==> src/sph_pkg.sv <==
// Constants shared by the pin-controlled sleep-hold logic.
`default_nettype none
package sph_pkg;
	localparam int NUM_BLOCKS     = 2;
	localparam int PINS_PER_BLOCK = 16;
	localparam int NUM_PINS       = NUM_BLOCKS * PINS_PER_BLOCK;
	// Pin index of each block's dual-purpose sleep control pin.
	localparam int SLEEP_PIN_IDX_A = 6;
	localparam int SLEEP_PIN_IDX_B = 30;
	// Clock and timing figures.
	localparam int CLK_PERIOD_NS = 10;
	localparam int ENTRY_MAX_NS  = 5;
	localparam int WAKE_MAX_US   = 2;
	localparam int LOW_DRIVE_EXTRA_NS = 5;
	// Longest times round down, but never below one cycle.
	localparam int ENTRY_CYC = (ENTRY_MAX_NS / CLK_PERIOD_NS) < 1 ? 1 :
		(ENTRY_MAX_NS / CLK_PERIOD_NS);
	localparam int WAKE_CYC = (WAKE_MAX_US * 1000 / CLK_PERIOD_NS) < 1 ? 1 :
		(WAKE_MAX_US * 1000 / CLK_PERIOD_NS);
	localparam int LOW_DRIVE_CYC = (LOW_DRIVE_EXTRA_NS / CLK_PERIOD_NS) < 1 ? 1 :
		(LOW_DRIVE_EXTRA_NS / CLK_PERIOD_NS);
	localparam int CNT_W = 9;
	localparam logic [CNT_W-1:0] WAKE_CNT_LAST = CNT_W'(WAKE_CYC - 1);
	localparam logic [CNT_W-1:0] LOW_CNT_LAST  = CNT_W'(WAKE_CYC + LOW_DRIVE_CYC - 1);
	localparam logic [CNT_W-1:0] CNT_RESET     = 9'h000;
	localparam logic [NUM_PINS-1:0] PINS_RESET = 32'h00000000;
	localparam logic [NUM_PINS-1:0] OE_N_RESET = 32'hFFFFFFFF;

	typedef enum logic [1:0] {
		SPH_RUN,
		SPH_SLEEP,
		SPH_WAKE
	} sph_state_e;
endpackage : sph_pkg
`default_nettype wire

==> src/sph_top.sv <==
// Pin-controlled sleep-hold logic for a two-block programmable logic device.
`default_nettype none
// Overview of operation
// Enabled option: control pin high means sleep.
// Sleep captures and holds outputs and state.
// Outputs floating at entry stay floating.
// Sleep blocks all inputs except control pin.
// Pin keepers hold every pin's last level; the code enables keepers on undriven pads only.
// Option off: control pin is ordinary pin.
// Control pin's array input unused when enabled.
// Inputs, enables, clocks valid 10 ns before.
// Inputs ignored within 5 ns of entry.
// Inputs accepted again within 2 us.
// Outputs valid within 2 us, low-drive later.
// Two control pins, one per block.
// Active high; low resumes without losing state.
module sph_top
	import sph_pkg::*;
(
	// Clock and reset.
	input  wire logic                ref_clk,
	input  wire logic                resetn,
	// Configuration.
	input  wire logic                sleep_option_en,
	// Device pads; pad_oe_n is low while the pad is driven.
	input  wire logic [NUM_PINS-1:0] pad_in,
	output var  logic [NUM_PINS-1:0] pad_out,
	output var  logic [NUM_PINS-1:0] pad_oe_n,
	// Pin keepers.
	output var  logic [NUM_PINS-1:0] keep_en,
	output var  logic [NUM_PINS-1:0] keep_level,
	// Logic array side.
	input  wire logic [NUM_PINS-1:0] core_out,
	input  wire logic [NUM_PINS-1:0] core_oe,
	output var  logic [NUM_PINS-1:0] core_in,
	// Per-block status.
	output var  logic [NUM_BLOCKS-1:0] core_freeze,
	output var  logic [NUM_BLOCKS-1:0] core_in_valid,
	output var  logic [NUM_BLOCKS-1:0] out_valid,
	output var  logic [NUM_BLOCKS-1:0] out_valid_low
);
	typedef struct packed {
		logic [NUM_PINS-1:0]   pad_out;
		logic [NUM_PINS-1:0]   pad_oe_n;
		logic [NUM_PINS-1:0]   keep_en;
		logic [NUM_PINS-1:0]   keep_level;
		logic [NUM_PINS-1:0]   core_in;
		logic [NUM_BLOCKS-1:0] core_freeze;
		logic [NUM_BLOCKS-1:0] core_in_valid;
		logic [NUM_BLOCKS-1:0] out_valid;
		logic [NUM_BLOCKS-1:0] out_valid_low;
	} sph_top_s;

	sph_top_s s_reg;
	sph_top_s s_next;

	logic [NUM_BLOCKS-1:0] sleep_pin;
	logic [NUM_BLOCKS-1:0] frozen;
	logic [NUM_BLOCKS-1:0] in_valid;
	logic [NUM_BLOCKS-1:0] ctl_out_valid;
	logic [NUM_BLOCKS-1:0] ctl_out_valid_low;
	logic [NUM_BLOCKS-1:0] hold_now;
	logic [NUM_PINS-1:0]   pin_hold;
	logic [NUM_PINS-1:0]   ctl_pin_mask;

	// One control pin per logic block.
	assign sleep_pin[0] = pad_in[SLEEP_PIN_IDX_A];
	assign sleep_pin[1] = pad_in[SLEEP_PIN_IDX_B];

	genvar gb;
	generate
		for (gb = 0; gb < NUM_BLOCKS; gb++)
		begin : g_block
			sph_sleep_ctrl u_ctrl (
				.ref_clk       (ref_clk),
				.resetn        (resetn),
				.option_en     (sleep_option_en),
				.sleep_pin     (sleep_pin[gb]),
				.frozen        (frozen[gb]),
				.in_valid      (in_valid[gb]),
				.out_valid     (ctl_out_valid[gb]),
				.out_valid_low (ctl_out_valid_low[gb])
			);
			// The pin is sampled synchronously, so the hold starts on the very edge
			// that first sees it high, up to one 10 ns clock period after it rises, against the 5 ns cut-off.
			assign hold_now[gb] = frozen[gb] || (sleep_option_en && sleep_pin[gb]);
			assign pin_hold[gb*PINS_PER_BLOCK +: PINS_PER_BLOCK] =
				{PINS_PER_BLOCK{hold_now[gb]}};
		end
	endgenerate

	// With the option on, the control pins never reach the logic array.
	always_comb
	begin
		ctl_pin_mask = PINS_RESET;
		ctl_pin_mask[SLEEP_PIN_IDX_A] = sleep_option_en;
		ctl_pin_mask[SLEEP_PIN_IDX_B] = sleep_option_en;
	end

	always_comb
	begin
		s_next = s_reg;
		for (int i = 0; i < NUM_PINS; i++)
		begin
			if (pin_hold[i])
			begin
				// Pad drive and enable stay as captured, so a floating
				// output keeps floating and a driven one keeps its value.
				s_next.pad_out[i]  = s_reg.pad_out[i];
				s_next.pad_oe_n[i] = s_reg.pad_oe_n[i];
				// Inputs are blocked; the array sees the last accepted level.
				s_next.core_in[i]  = s_reg.core_in[i];
				// The keeper holds undriven pads at their last level.
				s_next.keep_en[i]  = s_reg.pad_oe_n[i];
			end
			else
			begin
				// Normal operation; the ordinary pin path also serves the
				// control pins when the option is off.
				s_next.pad_out[i]    = core_out[i];
				s_next.pad_oe_n[i]   = !core_oe[i];
				s_next.core_in[i]    = pad_in[i] && !ctl_pin_mask[i];
				s_next.keep_en[i]    = 1'b0;
				s_next.keep_level[i] = s_reg.pad_oe_n[i] ? pad_in[i] : s_reg.pad_out[i];
			end
		end
		// The array's registers are stopped by the freeze, not reset, so
		// waking up resumes from exactly the held state.
		s_next.core_freeze   = hold_now;
		s_next.core_in_valid = in_valid & ~hold_now;
		s_next.out_valid     = ctl_out_valid;
		s_next.out_valid_low = ctl_out_valid_low;
	end

	always_ff @(posedge ref_clk or negedge resetn)
	begin
		if (!resetn)
		begin
			s_reg.pad_out       <= PINS_RESET;
			s_reg.pad_oe_n      <= OE_N_RESET;
			s_reg.keep_en       <= PINS_RESET;
			s_reg.keep_level    <= PINS_RESET;
			s_reg.core_in       <= PINS_RESET;
			s_reg.core_freeze   <= 2'h0;
			s_reg.core_in_valid <= 2'h3;
			s_reg.out_valid     <= 2'h3;
			s_reg.out_valid_low <= 2'h3;
		end
		else
		begin
			s_reg <= s_next;
		end
	end

	assign pad_out       = s_reg.pad_out;
	assign pad_oe_n      = s_reg.pad_oe_n;
	assign keep_en       = s_reg.keep_en;
	assign keep_level    = s_reg.keep_level;
	assign core_in       = s_reg.core_in;
	assign core_freeze   = s_reg.core_freeze;
	assign core_in_valid = s_reg.core_in_valid;
	assign out_valid     = s_reg.out_valid;
	assign out_valid_low = s_reg.out_valid_low;
endmodule : sph_top
`default_nettype wire

==> src/sph_sleep_ctrl.sv <==
// Per-block sleep sequencer: freeze on the control pin, timed wake-up.
`default_nettype none
module sph_sleep_ctrl
	import sph_pkg::*;
(
	// Clock and reset.
	input  wire logic ref_clk,
	input  wire logic resetn,
	// Control.
	input  wire logic option_en,
	input  wire logic sleep_pin,
	// Status.
	output var  logic frozen,
	output var  logic in_valid,
	output var  logic out_valid,
	output var  logic out_valid_low
);
	typedef struct packed {
		sph_state_e       state;
		logic [CNT_W-1:0] cnt;
		logic             frozen;
		logic             in_valid;
		logic             out_valid;
		logic             out_valid_low;
	} sph_ctrl_s;

	sph_ctrl_s s_reg;
	sph_ctrl_s s_next;

	always_comb
	begin
		s_next = s_reg;
		case (s_reg.state)
			SPH_RUN:
			begin
				if (option_en && sleep_pin)
				begin
					s_next.state         = SPH_SLEEP;
					s_next.frozen        = 1'b1;
					s_next.in_valid      = 1'b0;
					s_next.out_valid     = 1'b0;
					s_next.out_valid_low = 1'b0;
				end
			end
			SPH_SLEEP:
			begin
				// A low level releases the hold; held state is kept as is.
				if (!sleep_pin || !option_en)
				begin
					s_next.state = SPH_WAKE;
					s_next.cnt   = CNT_RESET;
				end
			end
			SPH_WAKE:
			begin
				if (option_en && sleep_pin)
				begin
					// The last wake cycle has already raised the valid flags, so re-entry
					// has to drop them again or they would stand through the new hold.
					s_next.state         = SPH_SLEEP;
					s_next.frozen        = 1'b1;
					s_next.in_valid      = 1'b0;
					s_next.out_valid     = 1'b0;
					s_next.out_valid_low = 1'b0;
				end
				else
				begin
					s_next.cnt = s_reg.cnt + 9'h001;
					if (s_reg.cnt == WAKE_CNT_LAST)
					begin
						s_next.frozen    = 1'b0;
						s_next.in_valid  = 1'b1;
						s_next.out_valid = 1'b1;
					end
					if (s_reg.cnt == LOW_CNT_LAST)
					begin
						s_next.out_valid_low = 1'b1;
						s_next.state         = SPH_RUN;
					end
				end
			end
			default:
			begin
				s_next.state = SPH_RUN;
			end
		endcase
	end

	always_ff @(posedge ref_clk or negedge resetn)
	begin
		if (!resetn)
		begin
			s_reg.state         <= SPH_RUN;
			s_reg.cnt           <= CNT_RESET;
			s_reg.frozen        <= 1'b0;
			s_reg.in_valid      <= 1'b1;
			s_reg.out_valid     <= 1'b1;
			s_reg.out_valid_low <= 1'b1;
		end
		else
		begin
			s_reg <= s_next;
		end
	end

	assign frozen        = s_reg.frozen;
	assign in_valid      = s_reg.in_valid;
	assign out_valid     = s_reg.out_valid;
	assign out_valid_low = s_reg.out_valid_low;
endmodule : sph_sleep_ctrl
`default_nettype wire

==> config.mk <==
export PLATFORM = sky130hd
export DESIGN_NAME = sph_top
export DESIGN_NICKNAME = d
export VERILOG_FILES = /design/src/sph_pkg.sv /design/src/sph_top.sv /design/src/sph_sleep_ctrl.sv
export SDC_FILE = /design/constraint.sdc
export NUM_CORES = 1
export LEC_CHECK = 0
export BUFFER_PORTS_ARGS = -buffer_cell sky130_fd_sc_hd__buf_4
export CAP_MARGIN = 10
export CORE_MARGIN = 2
export CORE_UTILIZATION = 50
export DETAILED_ROUTE_END_ITERATION = 10
export GPL_ROUTABILITY_DRIVEN = 0
export PLACE_DENSITY = 0.8
export SYNTH_ARGS = -nofsm -noshare
export SYNTH_HDL_FRONTEND = slang
export SYNTH_SLANG_ARGS = --single-unit
==> constraint.sdc <==
create_clock -name ref_clk -period 2.3 [get_ports ref_clk]
set_input_delay 0.115 -clock ref_clk [delete_from_list [all_inputs] [get_ports ref_clk]]
set_output_delay 0.115 -clock ref_clk [all_outputs]
set_load 0.01 [all_outputs]
==> results list <==
- Count of max-cap constraint violations: 0
- Count of routing violations after the opening detailed-route iteration: 457
- Clk Latency, worst-skew pair: 430 ps
- Area enclosed by the die boundary: 16400 sq um
- Vias per inst: 5.20
- The layout has 918 filler cells.
* Die X: 128 microns
- Commonest non-fill, non-tap cell in the layout: sky130_fd_sc_hd__buf_4
- Total core area: 15100 sq um
- Number of global-route vias before repair: 6958
- CTS tree: done
* Warning count from the yosys run: 0
- STA puts the critical path data required time at 2650 ps.
- Peak supply drop: 0.000554 V
- Placed wire-length estimate: 13.7 mm
- Setup TNS: 0 ps
* Vias: 6682
- The tree built by TritonCTS fans out to 196 sinks.
- The flow ran to the end, and the final reports show no timing, DRC or antenna violations.
- The max-slew violation total from the final report was 0.
- Final setup slack of the worst path: 471 ps
- The worst setup path is of the reg -> reg kind.
* Final Hold Vio Count: 0
- In this run the tightest slew margin relative to its limit is 0.564.
* FF-to-FF setup slack: 470 ps
* Highest achievable clock rate: 547 MHz
* Biggest fanout along the worst timing path: 14
- Share of the cycle needed by the critical path after routing: 0.795
- Design Area, Final: 11600 sq um
- Final critical delay including setup and external delays: 1830 ps
- Summing every instance area after synthesis gives 7710 sq um.
* Number of rows in the core area: 45
* Hold/Removal Path Class: in -> reg
* Total of cells resized after clock tree synthesis: 0
- Longest Clk Path Bufs: 2
* Number of cells produced by synthesis: 723
* Layout area overhead: 50.2%
- In this run the tool buffered the top-level ports with 266 buffer cells.
* Combined global-route utilization of all metal layers: 0.272
* Largest net degree at the start of global routing: 81
- Top-Level Pins: 267
- In this run the remaining antenna-violating nets after routing total 0.
- Area used by sequential logic in the layout: 4960 sq um
- The first global-routing pass estimated 34.8 mm of wire.
- The placed instances occupy a cell area of 10000 sq um.
* Final net count: 1187
- Routed length per placed instance: 17.0 microns
* Number of flip-flops and latches in the synthesized netlist: 196
- Number of remaining DRC errors: 0
* Post-CTS clock slew at the launch and capture registers of the worst setup and hold paths: 70 ps
- Unrepaired setup endpoints after global routing: false
* Endpoint kind of the worst setup timing path: flip-flop
- The number of antenna violations at the first check in global routing is 0.
* Final antenna diode count: 0
- The H-tree generated during clock tree synthesis spans 4 levels.
- Total CTS buffers: 17
- For this block, the routed nets add up to 21.8 mm of wire.
- Before CTS, the worst setup slack after placement is 479 ps.
- Drt first pass iters: 5
* Root buffer cell: sky130_fd_sc_hd__clkbuf_16
* Part of the Yosys area used for sequential elements: 0.643
- Data arrives at the worst endpoint at 2170 ps.
- Cell area power density: 712 nW/um^2
* Worst-case clock skew: 9.46 ps
- Synthesis produced a netlist with a net count of 826.
- Endpoints failing setup: 0
- For this configuration, the core starts out at a cell density of 0.509.
* Launching element type of the critical path: flip-flop
- Overflow left after global routing: 0
- Of the cells placed in the final design, the portion with a size suffix greater than 1 is 0.330.
- Counting distinct cell types in the post-synthesis netlist gives 35.
- Syn_area_per_cell: 10.7 sq um
- For this design the static power due to leakage is 5.72 nW.
- The multi-input combinational cells in the finished layout cover a total of 2570 sq um.
- In the layout the commonest cells are sky130_fd_sc_hd__buf_4, sky130_fd_sc_hd__nand2_1, sky130_fd_sc_hd__dfrtp_1, sky130_fd_sc_hd__dlygate4sd3_1, sky130_fd_sc_hd__o21ai_0.
- DIE HEIGHT: 128 microns
- Transition time of the tightest slew-check pin: 654 ps
[metal layers]
layer / routed length [microns] / track usage / vias to the layer above / share of wire
met4: 929 / 0.138 / 0 / 0.043
li1: - / - / 3110 / -
met3: 1610 / 0.0730 / 64 / 0.074
met1: 8480 / 0.311 / 3206 / 0.39
met2: 10800 / 0.469 / 302 / 0.49
met5: 0 / 0 / - / 0
[area by class of cell]
cell class	instances	area share
Inverter	12	0.00389
Clock inverter	15	0.0165
Tap cell	188	0.0203
Multi-Input combinational cell	480	0.222
Sequential cell	196	0.428
Clock buffer	17	0.0367
Timing Repair Buffer	377	0.272
[what timing repair did]
item,CTS,global route
endpoints found under the hold margin,174,0
hold buffers,97,0
setup buffers,0,0
[power by group]
group,switching (mW),internal [mW]
registers,0.252,3.71
logic,0.538,0.647
clock network,1.36,1.74
[cell usage after synthesis (all sizes together)]
cell type	instances	area, sq um
a21oi	6	30.0
a22o	4	35.0
a311oi	1	8.76
and2	35	219
and3	2	12.5
buf	2	16.3
clkbuf	33	124
dfrtp	154	3850
dfstp	42	1100
ha	4	50.1
inv	12	45.0
mux2	1	11.3
mux2i	34	340
nand2	236	886
nand2b	6	37.5
nand3	9	45.0
nand4bb	1	11.3
nor2	15	56.3
nor3	6	30.0
nor4	6	37.5
o211ai	3	22.5
o21ai	46	230
o21bai	32	240
o22a	6	52.6
o22ai	2	12.5
o2bb2ai	2	17.5
o31a	2	17.5
o31ai	2	15.0
o41a	1	11.3
or2	2	12.5
or3	4	30.0
or4	6	45.0
xnor2	6	52.6
[stage by stage]
stage               power [mW]  hold slack, ps  instances  utilization
floorplan                 4.45            -181        723            -
global placement          5.02             191       1156        0.660
detailed placement        5.04             185       1156        0.660
CTS                       8.27            5.81       1285        0.765
global route              8.62            32.1       1285        0.765
finish                    8.25            23.5       1285        0.765
[cell families (layout without fill, tap and decap cells)]
kind of cell	count (synthesis)	after routing	share of synthesized area
XOR/XNOR	6	6	0.00681
flip-flops	196	196	0.643
AND/OR/NAND/NOR	328	328	0.184
multiplexers	35	35	0.0456
AO/OA/AOI/OAI	107	107	0.0899
adder cells (fa/ha/maj)	4	4	0.00649
buffers and inverters	47	421	0.0240
[worst max-delay path, cell delays in order, from the launching register on]
cell and delay (ps):
sky130_fd_sc_hd__dfrtp_1 570, sky130_fd_sc_hd__xnor2_1 170, sky130_fd_sc_hd__or3_4 360, sky130_fd_sc_hd__or4_1 500, sky130_fd_sc_hd__a21oi_1 160
[path summary, 6_finish.rpt]
check,startpoint,end,depth (start not counted)
worst max-delay path,g_block[1].u_ctrl.s_reg[14]$_DFFE_PN0P_,g_block[1].u_ctrl.s_reg[11]$_DFFE_PN0P_,4
worst min-delay path,sleep_option_en,core_in[30]$_DFFE_PN0P_,3
worst max register to register,g_block[1].u_ctrl.s_reg[14]$_DFFE_PN0P_,g_block[1].u_ctrl.s_reg[11]$_DFFE_PN0P_,4
worst min register to register,g_block[1].u_ctrl.out_valid_low$_DFFE_PN1P_,out_valid_low[1]$_DFF_PN1_,0
max in group asynchronous,resetn,pad_oe_n[11]$_DFFE_PN1P_,3
min in group asynchronous,resetn,keep_level[31]$_DFFE_PN0P_,2
Note: power is estimated with default switching activity, not from simulation.
